`src/pkg/pprs_pkg.sv`:
```
// Shared constants and types of the paged PHY register space.
// Assumes one clock domain and a single management requester.
package pprs_pkg;

  // ----------------------------------------
  // Widths
  // ----------------------------------------
  localparam int unsigned DATA_W = 16;
  localparam int unsigned IDX_W = 5;

  // ----------------------------------------
  // Register indices
  // ----------------------------------------
  localparam logic [4:0] IDX_MODE_CONTROL = 5'h00;
  localparam logic [4:0] IDX_MODE_STATUS = 5'h01;
  localparam logic [4:0] IDX_IDENT_1 = 5'h02;
  localparam logic [4:0] IDX_IDENT_2 = 5'h03;
  localparam logic [4:0] IDX_AN_ADVERT = 5'h04;
  localparam logic [4:0] IDX_AN_PARTNER = 5'h05;
  localparam logic [4:0] IDX_AN_EXPANSION = 5'h06;
  localparam logic [4:0] IDX_AN_NP_TX = 5'h07;
  localparam logic [4:0] IDX_AN_NP_RX = 5'h08;
  localparam logic [4:0] IDX_GIG_CONTROL = 5'h09;
  localparam logic [4:0] IDX_GIG_STATUS = 5'h0a;
  localparam logic [4:0] IDX_RSVD_A = 5'h0b;
  localparam logic [4:0] IDX_RSVD_B = 5'h0c;
  localparam logic [4:0] IDX_EXTDEV_CONTROL = 5'h0d;
  localparam logic [4:0] IDX_EXTDEV_ADDR_DATA = 5'h0e;
  localparam logic [4:0] IDX_GIG_STATUS_EXT_1 = 5'h0f;
  localparam logic [4:0] IDX_FAST_STATUS_EXT = 5'h10;
  localparam logic [4:0] IDX_GIG_STATUS_EXT_2 = 5'h11;
  localparam logic [4:0] IDX_BYPASS_CONTROL = 5'h12;
  localparam logic [4:0] IDX_RX_ERROR_COUNT = 5'h13;
  localparam logic [4:0] IDX_FALSE_CARRIER_COUNT = 5'h14;
  localparam logic [4:0] IDX_LINK_DISC_COUNT = 5'h15;
  localparam logic [4:0] IDX_EXT_10M = 5'h16;
  localparam logic [4:0] IDX_EXT_PHY_CONTROL_1 = 5'h17;
  localparam logic [4:0] IDX_EXT_PHY_CONTROL_2 = 5'h18;
  localparam logic [4:0] IDX_INT_MASK = 5'h19;
  localparam logic [4:0] IDX_INT_STATUS = 5'h1a;
  localparam logic [4:0] IDX_RSVD_C = 5'h1b;
  localparam logic [4:0] IDX_AUX_CONTROL = 5'h1c;
  localparam logic [4:0] IDX_INDICATOR_MODE = 5'h1d;
  localparam logic [4:0] IDX_INDICATOR_BEHAV = 5'h1e;
  localparam logic [4:0] IDX_PAGE_SELECT = 5'h1f;

  // ----------------------------------------
  // Paging and reset values
  // ----------------------------------------
  localparam logic [4:0] IDX_UPPER_FIRST = 5'h10;
  localparam logic [4:0] IDX_UPPER_LAST = 5'h1e;
  localparam logic [15:0] PAGE_MAIN = 16'h0000;
  localparam logic [15:0] PAGE_EXT_1 = 16'h0001;
  localparam logic [15:0] PAGE_EXT_2 = 16'h0002;
  localparam logic [15:0] REG_RESET = 16'h0000;
  localparam logic [1:0] PAGE_CODE_MAIN = 2'h0;
  localparam logic [1:0] PAGE_CODE_EXT_1 = 2'h1;
  localparam logic [1:0] PAGE_CODE_EXT_2 = 2'h2;

  // ----------------------------------------
  // Types
  // ----------------------------------------
  typedef struct packed {
    logic write;
    logic [4:0] index;
    logic [15:0] wdata;
  } pprs_req_t;

  typedef enum logic [1:0] {
    PPRS_IDLE = 2'b01,
    PPRS_ANSWER = 2'b10
  } pprs_state_t;

endpackage

```
`src/hw/pprs_regs.sv`:
```
// Indexed 32-entry PHY register space with main and two extended pages.
// Assumes the MAC management logic issues one request at a time, synchronous
// to clock_in, and waits for the answer pulse before the next request.
//
// Functional notes
// - Space reached only through MAC indirect access.
// - Extended page steers indices 16 to 30.
// - Indices 0 to 15 ignore page select.
// - Writing zero to page select restores main.
// - Page select lives at index 31.
// - Low indices reachable on pages 0,1,2.
// - Decode indices 0 to 8 of main page.
// - Decode gigabit 9,10; keep 11,12 reserved.
// - Decode extended device access at 13,14.
// - Decode status extensions 15-17, bypass 18.
// - Decode error and link counters 19-21.
// - Decode 10 Mb/s and PHY control 22-24.
// - Decode interrupt 25,26; keep 27 reserved.
// - Decode auxiliary and indicator registers 28-30.
// - Registers and transfers are sixteen bits.
`timescale 1ns/1ps

module pprs_regs (
  // Clock and reset.
  input wire logic clock_in,
  input wire logic rstn_in,
  // Management request from the MAC access logic.
  input wire logic req_valid_in,
  input wire pprs_pkg::pprs_req_t req_in,
  // Answer to the MAC access logic.
  output logic ack_out,
  output logic [15:0] rdata_out,
  // Currently selected page.
  output logic [1:0] page_out
);

  // ----------------------------------------
  // Request handshake
  // ----------------------------------------

  pprs_pkg::pprs_state_t state;
  pprs_pkg::pprs_state_t next_state;
  logic take;

  // A request is only taken while idle, so the answer cycle refuses input.
  assign take = req_valid_in && (state == pprs_pkg::PPRS_IDLE);

  // Two-state sequencer: take a request, then answer it for one cycle.
  always_comb begin
    case (state)
      pprs_pkg::PPRS_IDLE: begin
        next_state = take ? pprs_pkg::PPRS_ANSWER : pprs_pkg::PPRS_IDLE;
      end
      pprs_pkg::PPRS_ANSWER: begin
        next_state = pprs_pkg::PPRS_IDLE;
      end
      default: begin
        next_state = pprs_pkg::PPRS_IDLE;
      end
    endcase
  end

  // State register.
  always_ff @(posedge clock_in or negedge rstn_in) begin
    if (!rstn_in) begin
      state <= pprs_pkg::PPRS_IDLE;
    end else begin
      state <= next_state;
    end
  end

  // ----------------------------------------
  // Index decode
  // ----------------------------------------

  logic [4:0] idx;
  logic hit_ieee_low;
  logic hit_gig;
  logic hit_extdev;
  logic hit_status_ext;
  logic hit_counters;
  logic hit_ext_control;
  logic hit_interrupt;
  logic hit_indicator;
  logic hit_page_select;
  logic hit_main_reg;
  logic hit_reserved;
  logic in_upper;

  assign idx = req_in.index;

  // Mode control, status, identifiers and auto-negotiation words 0 to 8.
  assign hit_ieee_low = (idx <= pprs_pkg::IDX_AN_NP_RX);
  // Gigabit control and status.
  assign hit_gig = (idx == pprs_pkg::IDX_GIG_CONTROL) ||
                   (idx == pprs_pkg::IDX_GIG_STATUS);
  // Extended device access control and address/data words.
  assign hit_extdev = (idx == pprs_pkg::IDX_EXTDEV_CONTROL) ||
                      (idx == pprs_pkg::IDX_EXTDEV_ADDR_DATA);
  // Status extensions and bypass control.
  assign hit_status_ext = (idx == pprs_pkg::IDX_GIG_STATUS_EXT_1) ||
                          (idx == pprs_pkg::IDX_FAST_STATUS_EXT) ||
                          (idx == pprs_pkg::IDX_GIG_STATUS_EXT_2) ||
                          (idx == pprs_pkg::IDX_BYPASS_CONTROL);
  // Receive error, false carrier and link disconnect counters.
  assign hit_counters = (idx == pprs_pkg::IDX_RX_ERROR_COUNT) ||
                        (idx == pprs_pkg::IDX_FALSE_CARRIER_COUNT) ||
                        (idx == pprs_pkg::IDX_LINK_DISC_COUNT);
  // Extended 10 Mb/s word and the two extended PHY control words.
  assign hit_ext_control = (idx == pprs_pkg::IDX_EXT_10M) ||
                           (idx == pprs_pkg::IDX_EXT_PHY_CONTROL_1) ||
                           (idx == pprs_pkg::IDX_EXT_PHY_CONTROL_2);
  // Interrupt mask and status.
  assign hit_interrupt = (idx == pprs_pkg::IDX_INT_MASK) ||
                         (idx == pprs_pkg::IDX_INT_STATUS);
  // Auxiliary control and the two indicator words.
  assign hit_indicator = (idx == pprs_pkg::IDX_AUX_CONTROL) ||
                         (idx == pprs_pkg::IDX_INDICATOR_MODE) ||
                         (idx == pprs_pkg::IDX_INDICATOR_BEHAV);
  // Page select sits at the top index.
  assign hit_page_select = (idx == pprs_pkg::IDX_PAGE_SELECT);
  // Every index that names a main page register; the gaps are reserved.
  assign hit_main_reg = hit_ieee_low || hit_gig || hit_extdev || hit_status_ext ||
                        hit_counters || hit_ext_control || hit_interrupt || hit_indicator;

  // Upper range that the page select can redirect.
  assign in_upper = (idx >= pprs_pkg::IDX_UPPER_FIRST) &&
                    (idx <= pprs_pkg::IDX_UPPER_LAST);

  // ----------------------------------------
  // Page selection
  // ----------------------------------------

  logic [15:0] page_select;
  logic sel_ext_1;
  logic sel_ext_2;
  logic ext_active;
  logic [1:0] next_page_code;

  // Only the page select word decides where the upper range goes.
  assign sel_ext_1 = (page_select == pprs_pkg::PAGE_EXT_1);
  assign sel_ext_2 = (page_select == pprs_pkg::PAGE_EXT_2);
  assign ext_active = sel_ext_1 || sel_ext_2;
  // Any other value, zero among them, falls back to the main page.
  assign next_page_code = sel_ext_1 ? pprs_pkg::PAGE_CODE_EXT_1 :
                          sel_ext_2 ? pprs_pkg::PAGE_CODE_EXT_2 :
                          pprs_pkg::PAGE_CODE_MAIN;

  // Gaps in the main page map are reserved while the main page is reached.
  // On an extended page the whole upper range is plain storage.
  assign hit_reserved = !hit_main_reg && !hit_page_select &&
                        (!in_upper || !ext_active);

  logic page_wr;
  logic main_route;

  assign page_wr = take && req_in.write && hit_page_select;
  // Low indices always reach the main page; upper ones only on page 0.
  assign main_route = !in_upper || !ext_active;

  // Page select register; it also drives the page code output.
  always_ff @(posedge clock_in or negedge rstn_in) begin
    if (!rstn_in) begin
      page_select <= pprs_pkg::PAGE_MAIN;
    end else if (page_wr) begin
      page_select <= req_in.wdata;
    end
  end

  // Page code output follows the stored page select one cycle later.
  always_ff @(posedge clock_in or negedge rstn_in) begin
    if (!rstn_in) begin
      page_out <= pprs_pkg::PAGE_CODE_MAIN;
    end else begin
      page_out <= next_page_code;
    end
  end

  // ----------------------------------------
  // Register storage
  // ----------------------------------------

  logic [15:0] main_mem [0:30];
  logic [15:0] ext1_mem [16:30];
  logic [15:0] ext2_mem [16:30];
  logic main_wr;
  logic ext1_wr;
  logic ext2_wr;

  // Write strobes per page, reserved indices excluded.
  assign main_wr = take && req_in.write && !hit_reserved &&
                   !hit_page_select && main_route;
  assign ext1_wr = take && req_in.write && in_upper && sel_ext_1;
  assign ext2_wr = take && req_in.write && in_upper && sel_ext_2;

  // One sixteen-bit word per main page entry, written by index.
  for (genvar i = 0; i <= 30; i++) begin : g_main
    always_ff @(posedge clock_in or negedge rstn_in) begin
      if (!rstn_in) begin
        main_mem[i] <= pprs_pkg::REG_RESET;
      end else if (main_wr && (idx == 5'(i))) begin
        main_mem[i] <= req_in.wdata;
      end
    end
  end

  // Extended pages hold only the upper index range.
  for (genvar j = 16; j <= 30; j++) begin : g_ext
    always_ff @(posedge clock_in or negedge rstn_in) begin
      if (!rstn_in) begin
        ext1_mem[j] <= pprs_pkg::REG_RESET;
        ext2_mem[j] <= pprs_pkg::REG_RESET;
      end else begin
        if (ext1_wr && (idx == 5'(j))) begin
          ext1_mem[j] <= req_in.wdata;
        end
        if (ext2_wr && (idx == 5'(j))) begin
          ext2_mem[j] <= req_in.wdata;
        end
      end
    end
  end

  // ----------------------------------------
  // Read selection
  // ----------------------------------------

  logic [15:0] main_word;
  logic [15:0] ext1_word;
  logic [15:0] ext2_word;
  logic [15:0] read_word;
  logic [15:0] next_rdata;

  // Array reads are guarded below so that an out-of-range index is never used.
  assign main_word = hit_page_select ? pprs_pkg::REG_RESET : main_mem[idx];
  assign ext1_word = in_upper ? ext1_mem[idx] : pprs_pkg::REG_RESET;
  assign ext2_word = in_upper ? ext2_mem[idx] : pprs_pkg::REG_RESET;

  // Reserved reads zero; page select reads itself; otherwise page steering.
  assign read_word = hit_reserved ? pprs_pkg::REG_RESET :
                     hit_page_select ? page_select :
                     (in_upper && sel_ext_1) ? ext1_word :
                     (in_upper && sel_ext_2) ? ext2_word :
                     main_word;
  // Write answers carry zero data.
  assign next_rdata = (take && !req_in.write) ? read_word : pprs_pkg::REG_RESET;

  // Answer registers: one-cycle acknowledge with its read data.
  always_ff @(posedge clock_in or negedge rstn_in) begin
    if (!rstn_in) begin
      ack_out <= 1'b0;
      rdata_out <= pprs_pkg::REG_RESET;
    end else begin
      ack_out <= take;
      rdata_out <= next_rdata;
    end
  end

  // ----------------------------------------
  // Assertions
  // ----------------------------------------

  // Every taken request is answered on the next edge.
  a_ack_after_take: assert property (
    @(posedge clock_in) disable iff (!rstn_in)
    take |=> ack_out ##1 !ack_out)
    else $error("Taken request not answered in exactly one cycle.");

  // No answer appears without a request taken before it.
  a_ack_has_cause: assert property (
    @(posedge clock_in) disable iff (!rstn_in)
    ack_out |-> $past(take))
    else $error("Answer without a taken request.");

  // Zero written to page select brings the main page back.
  a_page_zero_main: assert property (
    @(posedge clock_in) disable iff (!rstn_in)
    (page_wr && (req_in.wdata == pprs_pkg::PAGE_MAIN)) |=> ##1
    (page_out == pprs_pkg::PAGE_CODE_MAIN))
    else $error("Page zero write did not restore the main page.");

  // Writing two to page select reports page two, two edges later.
  a_page_ext_code: assert property (
    @(posedge clock_in) disable iff (!rstn_in)
    (page_wr && (req_in.wdata == pprs_pkg::PAGE_EXT_2)) |=> ##1
    (page_out == pprs_pkg::PAGE_CODE_EXT_2))
    else $error("Page select value two not reported.");

  // Writing one to page select reports page one, two edges later.
  a_page_one_code: assert property (
    @(posedge clock_in) disable iff (!rstn_in)
    (page_wr && (req_in.wdata == pprs_pkg::PAGE_EXT_1)) |=> ##1
    (page_out == pprs_pkg::PAGE_CODE_EXT_1))
    else $error("Page select value one not reported.");

  // Write answers carry zero data.
  a_write_data_zero: assert property (
    @(posedge clock_in) disable iff (!rstn_in)
    (take && req_in.write) |=> (rdata_out == pprs_pkg::REG_RESET))
    else $error("Write answer carried nonzero data.");

  // Outside an answer the read data lines rest at zero.
  a_idle_data_zero: assert property (
    @(posedge clock_in) disable iff (!rstn_in)
    !ack_out |-> (rdata_out == pprs_pkg::REG_RESET))
    else $error("Read data moved without an answer.");

  // Low index reads on an extended page still return the main word.
  a_low_read_main: assert property (
    @(posedge clock_in) disable iff (!rstn_in)
    (take && !req_in.write && !in_upper && !hit_page_select && !hit_reserved &&
     ext_active) |=> (rdata_out == $past(main_word)))
    else $error("Low index read did not reach the main page.");

  // Upper reads on page one return the extended word.
  a_ext_read_page: assert property (
    @(posedge clock_in) disable iff (!rstn_in)
    (take && !req_in.write && in_upper && sel_ext_1) |=>
    (rdata_out == $past(ext1_word)))
    else $error("Upper read on page one missed the extended word.");

  // Upper writes on an extended page leave the main word alone.
  a_ext_write_routed: assert property (
    @(posedge clock_in) disable iff (!rstn_in)
    (take && req_in.write && in_upper && ext_active) |=>
    (main_mem[$past(idx)] == $past(main_word)))
    else $error("Extended page write reached the main page.");

  // Reserved reads answer zero.
  a_reserved_zero: assert property (
    @(posedge clock_in) disable iff (!rstn_in)
    (take && !req_in.write && hit_reserved) |=> (rdata_out == 16'h0000))
    else $error("Reserved index read was not zero.");

  // Reserved main entries never hold anything but zero.
  a_reserved_store: assert property (
    @(posedge clock_in) disable iff (!rstn_in)
    (main_mem[pprs_pkg::IDX_RSVD_A] == pprs_pkg::REG_RESET) &&
    (main_mem[pprs_pkg::IDX_RSVD_B] == pprs_pkg::REG_RESET) &&
    (main_mem[pprs_pkg::IDX_RSVD_C] == pprs_pkg::REG_RESET))
    else $error("Reserved entry took a write.");

  // The sequencer state stays one-hot.
  a_state_onehot: assert property (
    @(posedge clock_in) disable iff (!rstn_in)
    $onehot(state))
    else $error("Sequencer state is not one-hot.");

endmodule

```
`config.mk`:
```
export PLATFORM = sky130hd
export DESIGN_NAME = pprs_regs
export DESIGN_NICKNAME = d
export VERILOG_FILES = /design/src/pkg/pprs_pkg.sv /design/src/hw/pprs_regs.sv
export SDC_FILE = /design/constraint.sdc
export NUM_CORES = 1
export LEC_CHECK = 0
export BUFFER_PORTS_ARGS = -buffer_cell sky130_fd_sc_hd__buf_2
export CORE_MARGIN = 2
export CORE_UTILIZATION = 50
export CTS_BUF_LIST = sky130_fd_sc_hd__clkbuf_4 sky130_fd_sc_hd__clkbuf_8 sky130_fd_sc_hd__clkbuf_16
export CTS_CLUSTER_SIZE = 16
export DETAILED_ROUTE_END_ITERATION = 16
export MAX_ROUTING_LAYER = met4
export PLACE_DENSITY = 0.68
export SLEW_MARGIN = 20
export SYNTH_ARGS = -nofsm -noshare
export SYNTH_HDL_FRONTEND = slang
export SYNTH_SLANG_ARGS = --single-unit
```
`constraint.sdc`:
```
create_clock -name clock_in -period 2.25 [get_ports clock_in]
set_input_delay 0.225 -clock clock_in [delete_from_list [all_inputs] [get_ports clock_in]]
set_output_delay 0.225 -clock clock_in [all_outputs]
set_load 0.02 [all_outputs]
```
==> results of run 1 <==
## where the power goes
group / internal, mW / total (mW) / switching, mW / leakage (nW)
logic: 2.13 / 4.47 / 2.34 / 11.9
clock network: 11.7 / 19.0 / 7.33 / 1.93
registers: 19.1 / 19.5 / 0.471 / 14.0
total: 32.9 / 43.0 / 10.1 / 27.8
## cells in the final DEF, fill, tap and decap left out, types with 20 or more instances in the layout
cell type	count
nand2_1	56
nor2_8	20
mux2_4	370
nand3_1	26
nor2_1	42
a21oi_1	32
o211ai_1	21
buf_2	39
nor2_4	21
mux2i_1	103
buf_12	143
clkbuf_16	112
dfrtp_1	1011
mux4_2	182
mux2_1	22
o22ai_1	21
clkbuf_4	26
buf_4	340
clkbuf_8	28
mux2_2	568
o21ai_0	26
## final cells by class
type	instances	area [um^2]	share of cell area
Antenna cell	5	12.5	0.000215
Clock buffer	165	3360	0.0577
Inverter	13	48.8	0.000838
Sequential cell	1012	25300	0.435
Multi-Input combinational cell	1756	21300	0.366
Clock inverter	30	487	0.00836
Timing Repair Buffer	552	6110	0.105
Tap cell	1254	1570	0.0270
## cell families after synthesis
group	share of synthesized area
buffers and inverters	0.0366
and+or+nand+nor	0.0438
muxes	0.342
AOI/OAI and AO/OA	0.0353
DFF	0.543
## metal layers
| metal | wire, um | global-route usage |
|---|---|---|
| met5 | 0 | - |
| met4 | 4730 | 0.101 |
| met3 | 9050 | 0.0511 |
| met2 | 66600 | 0.476 |
| met1 | 59700 | 0.419 |
## final timing paths
kind	end	slack, ps	cells after the start
worst max-delay path	main_mem[445]$_DFFE_PN0P_	-340	8
worst min-delay path	ext2_mem[111]$_DFFE_PN0P_	190	3
worst max register to register	main_mem[445]$_DFFE_PN0P_	-340	8
worst min register to register	main_mem[288]$_DFFE_PN0P_	370	0
max in group asynchronous	main_mem[450]$_DFFE_PN0P_	590	6
min in group asynchronous	main_mem[424]$_DFFE_PN0P_	540	3
## worst min-delay path: stages
cell    delay, ps
buf_2         110
buf_12        280
mux2_4        210
## sequential cells by signal (all words and copies together), names as in the netlist
register     flops
state            1
page_out         2
page_select     16
ext2_mem       240
ext1_mem       240
main_mem       496
ack_out          1
rdata_out       16
## timing repair
item / in CTS / in global routing
pin swaps: 18 / 13
setup buffers: 30 / 5
gates cloned: 9 / 0
gates resized for setup: 170 / 54
hold endpoints to repair: 523 / 0
hold buffers: 4 / 0
setup endpoints to repair: 928 / 928
## through the flow
step                      setup TNS (ps)   util
after floorplan                   -58200      -
after global placement           -319690  0.568
after detailed placement         -333560  0.568
after CTS                        -190280  0.624
after global routing             -282210  0.626
final                            -216010  0.626
==> summary.txt, run 1 <==
Route
  • Via count: 29,400
  • First-pass DRT Iterations: 5
  • Post-DR wirelength/cell: 29.3 um
  • Vias per cell: 6.13
  • Post-route antenna net violation count: 0
  • Initial DRC count: 2,494
  • Total Routed Length: 140,000 um
  • Drt drc: 0

Global routing
  • Largest net degree at the start of global routing: 105
  • First-pass GRT wire length: 212,000 um
  • GR Overflow Total: 0
  • Initial antenna violation count: 11
  • Total track usage: 0.308
  • Vias in the first global route: 31,700

Placement
  • DP Worst Slack: -690 ps
  • Post-place instance area: 0.0528 mm^2
  • Dpl cells: 4,542
  • HPWL after DPL: 92,400 um
  • GPL Wtd Cong: 0.951
  • PortBufs: 43

Power and ir drop
  • Lkg Pwr: 27.8 nW
  • Pwr Density: 739 mW/mm^2
  • PnR Total Power: 43.0 mW
  • Max VDD drop: 0.569 mV

STA
  • FMAX: 0.385 GHz
  • Max-slew violation count: 0
  • WHS: 194 ps
  • Slew headroom: 0.453
  • Period utilization: 1.15
  • Min cycle time layout: 2590 ps
  • Final setup vio count: 927
  • Measured slew at the worst slew-check pin: 821 ps
  • Worst setup margin: -345 ps
  • Final hold viol count: 0
  • Clock Skew: 22.4 ps
  • Unrepaired setup endpoints after global routing: yes

Synthesis
  • Count leader, synth: dfrtp_1
  • Synth Net Count: 3,131
  • List of most frequent post-synthesis cells: dfrtp_1 (1,011), mux2_2 (829), clkbuf_1 (185), mux4_2 (182), mux2_1 (131)
  • Synth area leader: dfrtp_1
  • Top_reg_cell synth: dfrtp_1
  • Avg Synthesized Cell Area: 15.0 um^2
  • Cells after synthesis: 3,106
  • Async set-or-reset flop fraction in the synthesized netlist: 1.00
  • Register area share after synthesis: 0.543
  • Synth top area cells: dfrtp_1 (54%), mux2_2 (20%), mux4_2 (8.8%), mux2_1 (3.2%), mux2i_1 (2.2%)
  • Synth warn: 0
  • Distinct cells, synth: 70
  • Post-synth top area share: 0.542
  • Synthesized cell area: 0.0467 mm^2
  • Flops & latches, synth: 1,012
  • EDFF count, synth: 0

Clocking
  • Clock slew at reported path FFs: 60 ps
  • Clock sinks: 1,012
  • Number of clock buffers inserted by TritonCTS: 105
  • Worst skew pair latency: 690 ps
  • TritonCTS clock tree: done
  • Clock Tree Buf Depth: 3
  • Root Buffer: clkbuf_16
  • H-tree depth reported by CTS: 3

Critical path
  • CP Launch Type: flip-flop
  • Worst path bufs/invs: 3
  • Delay-heaviest family, CP: simple AND/OR/NAND/NOR gates
  • Worst path arrival time: 3160 ps
  • Critical path peak fanout: 16
  • Crit path from: page_select[15]$_DFFE_PN0P_
  • Setup CP Type: reg -> reg
  • CP max-delay cell: or4_4
  • Critical Path End Type: flip-flop
  • Worst path max stage delay: 620 ps
  • Critical Path, Cell by Cell: or4_4 > buf_4 > o311ai_4 > buf_12 > nor2_2 > nand4_1 > buf_12 > mux2_2
  • Critical path required time: 2810 ps
  • Critical R2R Launch: page_select[15]$_DFFE_PN0P_
  • Most common cell on crit path: buf_12

Cells and area
  • Final std cells w/o fill: 4,787
  • Nets: 3,465
  • Share of cells above drive strength 1: 0.558
  • Filler Cell Count: 6,545
  • Design area: 0.0582 mm^2
  • Area Growth Syn to Fin: 24.7%

Job
  • Max Cap Violations: 0

Floorplan
  • Site row count: 112
  • Core region area: 0.0929 mm^2
  • Die Y: 309 um
  • Initial Utilization: 0.502
  • Die W: 309 um
  • I/O Pins: 44
  • Die area: 0.0958 mm^2

Hold path
  • Hold path startpoint: req_in[15]
  • Worst hold path type: in -> reg

Run status
  • Status: complete, but fails checks
  • Violated checks: setup timing
No activity file was read; power rests on OpenSTA's default activity.
==> run 2, diff against run 1 <==
CELL_PAD_IN_SITES_DETAIL_PLACEMENT = 0   (was unset)
CELL_PAD_IN_SITES_GLOBAL_PLACEMENT = 1   (was unset)
CORE_UTILIZATION = 49   (was 50)
PLACE_DENSITY = unset   (was 0.68)
PLACE_DENSITY_LB_ADDON = 0.1   (was unset)
==> run 2 against run 1 <==
Effect of this change: the flow still finishes with violations (setup timing); routed wire length is 6.1% higher; via count is 0.65% lower; clock skew is 4.1 ps higher; global-route usage rose by 0.96 points; count of clock-buffer cells in the layout increased by 10; clock power hardly changed; die area rose by 2.0%; sequential power hardly changed; sequential cell count unchanged; combinational power is 4% higher; critical path depth unchanged; setup slack better by 13 ps; critical path type unchanged; highest routed layer unchanged.
==> summary.txt, run 2 (synthesis results as in run 1) <==
Run status
  • Status: complete, but fails checks (unchanged)
  • Violated checks: setup timing (unchanged)

STA
  • FMAX: 0.387 GHz (was 0.385 GHz)
  • Max-slew violation count: 0 (unchanged)
  • Period utilization: 1.15 (about the same)
  • Min cycle time layout: 2580 ps (was 2590 ps)
  • WHS: 126 ps (was 194 ps)
  • Final hold viol count: 0 (unchanged)
  • Post-route setup TNS: -185,900 ps (was -216,010 ps)
  • Clock Skew: 26.4 ps (was 22.4 ps)
  • Final setup vio count: 942 (was 927)
  • Unrepaired setup endpoints after global routing: yes (unchanged)
  • Measured slew at the worst slew-check pin: 1040 ps (was 821 ps)
  • Slew headroom: 0.307 (was 0.453)
  • Worst setup margin: -332 ps (was -345 ps)

Clocking
  • Clock sinks: 1,012 (unchanged)
  • Root Buffer: clkbuf_16 (unchanged)
  • TritonCTS clock tree: done (unchanged)
  • H-tree depth reported by CTS: 3 (unchanged)
  • Clock slew at reported path FFs: 70 ps (was 60 ps)
  • Number of clock buffers inserted by TritonCTS: 109 (was 105)
  • Clock Tree Buf Depth: 3 (unchanged)
  • Worst skew pair latency: 710 ps (was 690 ps)

Cells and area
  • Nets: 3,529 (was 3,465)
  • Leading cell type in the layout, fill and taps excluded: dfrtp_1 (unchanged)
  • Filler Cell Count: 7,077 (was 6,545)
  • Area Growth Syn to Fin: 25.5% (was 24.7%)
  • Design area: 0.0586 mm^2 (was 0.0582 mm^2)
  • Max reg flops: 496 (unchanged)
  • Largest regs: main_mem x496, ext1_mem x240, ext2_mem x240 (unchanged)
  • Share of cells above drive strength 1: 0.560 (was 0.558)
  • Highest-count cells in the layout ignoring fill and taps: dfrtp_1 (1,011), mux2_2 (509), buf_4 (415) (was dfrtp_1 (1,011), mux2_2 (568), mux2_4 (370))
  • Top reg by flops: main_mem (unchanged)

Critical path
  • Worst path bufs/invs: 3 (unchanged)
  • Setup CP Type: reg -> reg (unchanged)
  • Critical Path, Cell by Cell: nor4_4 > buf_4 > nand3_2 > or3_4 > buf_16 > nor2_8 > clkbuf_16 > mux2_4 (was or4_4 > buf_4 > o311ai_4 > buf_12 > nor2_2 > nand4_1 > buf_12 > mux2_2)
  • Worst path arrival time: 3160 ps (about the same)
  • Critical path peak fanout: 7 (was 16)
  • Critical Path End Type: flip-flop (unchanged)
  • CP Launch Type: flip-flop (unchanged)
  • Delay-heaviest family, CP: simple AND/OR/NAND/NOR gates (unchanged)
  • Worst path max stage delay: 430 ps (was 620 ps)
  • CP max-delay cell: or3_4 (was or4_4)
  • Critical path required time: 2820 ps (was 2810 ps)

Route
  • Vias per cell: 6.01 (was 6.13)
  • Via count: 29,200 (was 29,400)
  • Post-route antenna net violation count: 0 (unchanged)
  • Drt drc: 0 (unchanged)
  • First-pass DRT Iterations: 6 (was 5)
  • Post-DR wirelength/cell: 30.6 um (was 29.3 um)
  • Total Routed Length: 149,000 um (was 140,000 um)
  • Initial DRC count: 2,223 (was 2,494)

Global routing
  • First-pass GRT wire length: 221,000 um (was 212,000 um)
  • Initial antenna violation count: 5 (was 11)
  • Largest net degree at the start of global routing: 121 (was 105)
  • Total track usage: 0.318 (was 0.308)
  • GR Overflow Total: 0 (unchanged)
  • Vias in the first global route: 31,700 (about the same)

Power and ir drop
  • Max VDD drop: 0.673 mV (was 0.569 mV)
  • Sw frac: 0.242 (was 0.236)
  • Pwr Density: 733 mW/mm^2 (was 739 mW/mm^2)
  • Combinational Power Share: 0.109 (was 0.104)
  • Sequential Power Share: 0.455 (was 0.454)
  • Clock group share of total power: 0.437 (was 0.442)
  • Net Switching: 10.4 mW (was 10.1 mW)
  • Pint: 32.6 mW (was 32.9 mW)
  • Lkg Pwr: 28.1 nW (was 27.8 nW)

Floorplan
  • Site row count: 113 (was 112)
  • Core region area: 0.0947 mm^2 (was 0.0929 mm^2)
  • I/O Pins: 44 (unchanged)
  • Die area: 0.0977 mm^2 (was 0.0958 mm^2)
  • Initial Utilization: 0.493 (was 0.502)
  • Die Y: 313 um (was 309 um)
  • Die W: 313 um (was 309 um)

Placement
  • PortBufs: 43 (unchanged)
  • HPWL after DPL: 100,000 um (was 92,400 um)
  • GPL Wtd Cong: 0.964 (was 0.951)
  • Post-place instance area: 0.0532 mm^2 (was 0.0528 mm^2)

Hold path
  • Worst hold path type: in -> reg (unchanged)

Job
  • Max Cap Violations: 0 (unchanged)
run 2: final timing paths:
path                                                  start                         to  slack, ps  cells after the start
worst max-delay path            page_select[11]$_DFFE_PN0P_  ext1_mem[228]$_DFFE_PN0P_       -330                      8
worst min-delay path                              req_in[3]  ext1_mem[227]$_DFFE_PN0P_        130                      2
worst max register to register  page_select[11]$_DFFE_PN0P_  ext1_mem[228]$_DFFE_PN0P_       -330                      8
worst min register to register    main_mem[314]$_DFFE_PN0P_  main_mem[314]$_DFFE_PN0P_        370                      0
max in group asynchronous                           rstn_in   ext2_mem[64]$_DFFE_PN0P_       1290                      4
min in group asynchronous                           rstn_in  main_mem[146]$_DFFE_PN0P_        200                      3
run 2: power by group through the flow:
stage | Combinational, mW | Clock, mW | Sequential [mW]
floorplan | 2.26 | 0 | 19.7
global placement | 4.27 | 0 | 19.8
detailed placement | 4.37 | 0 | 19.8
CTS | 4.59 | 19.0 | 19.5
global route | 4.94 | 19.9 | 19.6
finish | 4.66 | 18.8 | 19.5
run 2: worst register-to-register path: cells and delay by family (launching register included):
| kind | cells | cell delay (ps) |
|---|---|---|
| simple gates | 4 | 1100 |
| buf+inv | 3 | 620 |
| flops | 1 | 420 |
| mux | 1 | 300 |
run 2: metrics by stage:
step	setup WS, ps	power (mW)	instances	utilization
floorplan	-187	21.9	3106	-
global placement	-756	24.0	4614	0.562
detailed placement	-739	24.2	4614	0.562
CTS	-286	43.2	4841	0.611
global route	-372	44.4	4855	0.618
finish	-332	42.9	4855	0.618
run 2: layer usage:
| layer | vias up | share of wire | global-route usage |
|---|---|---|---|
| met5 | - | 0 | - |
| met4 | 0 | 0.040 | 0.104 |
| met3 | 257 | 0.046 | 0.0414 |
| met2 | 742 | 0.48 | 0.503 |
| met1 | 15900 | 0.43 | 0.428 |
| li1 | 12200 | - | - |
run 2: final cells by class:
type | count | area, um^2 | area share
antenna | 1 | 2.50 | 0.0000427
clock buffer | 175 | 3530 | 0.0603
clock inverter | 21 | 262 | 0.00446
inverter | 13 | 48.8 | 0.000833
multi-input combinational | 1756 | 21500 | 0.366
sequential | 1012 | 25300 | 0.432
tap | 1265 | 1580 | 0.0270
timing repair buffer | 612 | 6360 | 0.109
run 2: what timing repair did:
| action | 4_1_cts | 5_1_grt |
|---|---|---|
| endpoints found under the hold margin | 517 | 0 |
| hold buffers | 3 | 0 |
| gates resized for setup | 139 | 117 |
| endpoints found under the setup margin | 928 | 935 |
| setup buffers | 24 | 11 |
| pin swaps | 22 | 13 |
| gates cloned | 5 | 5 |
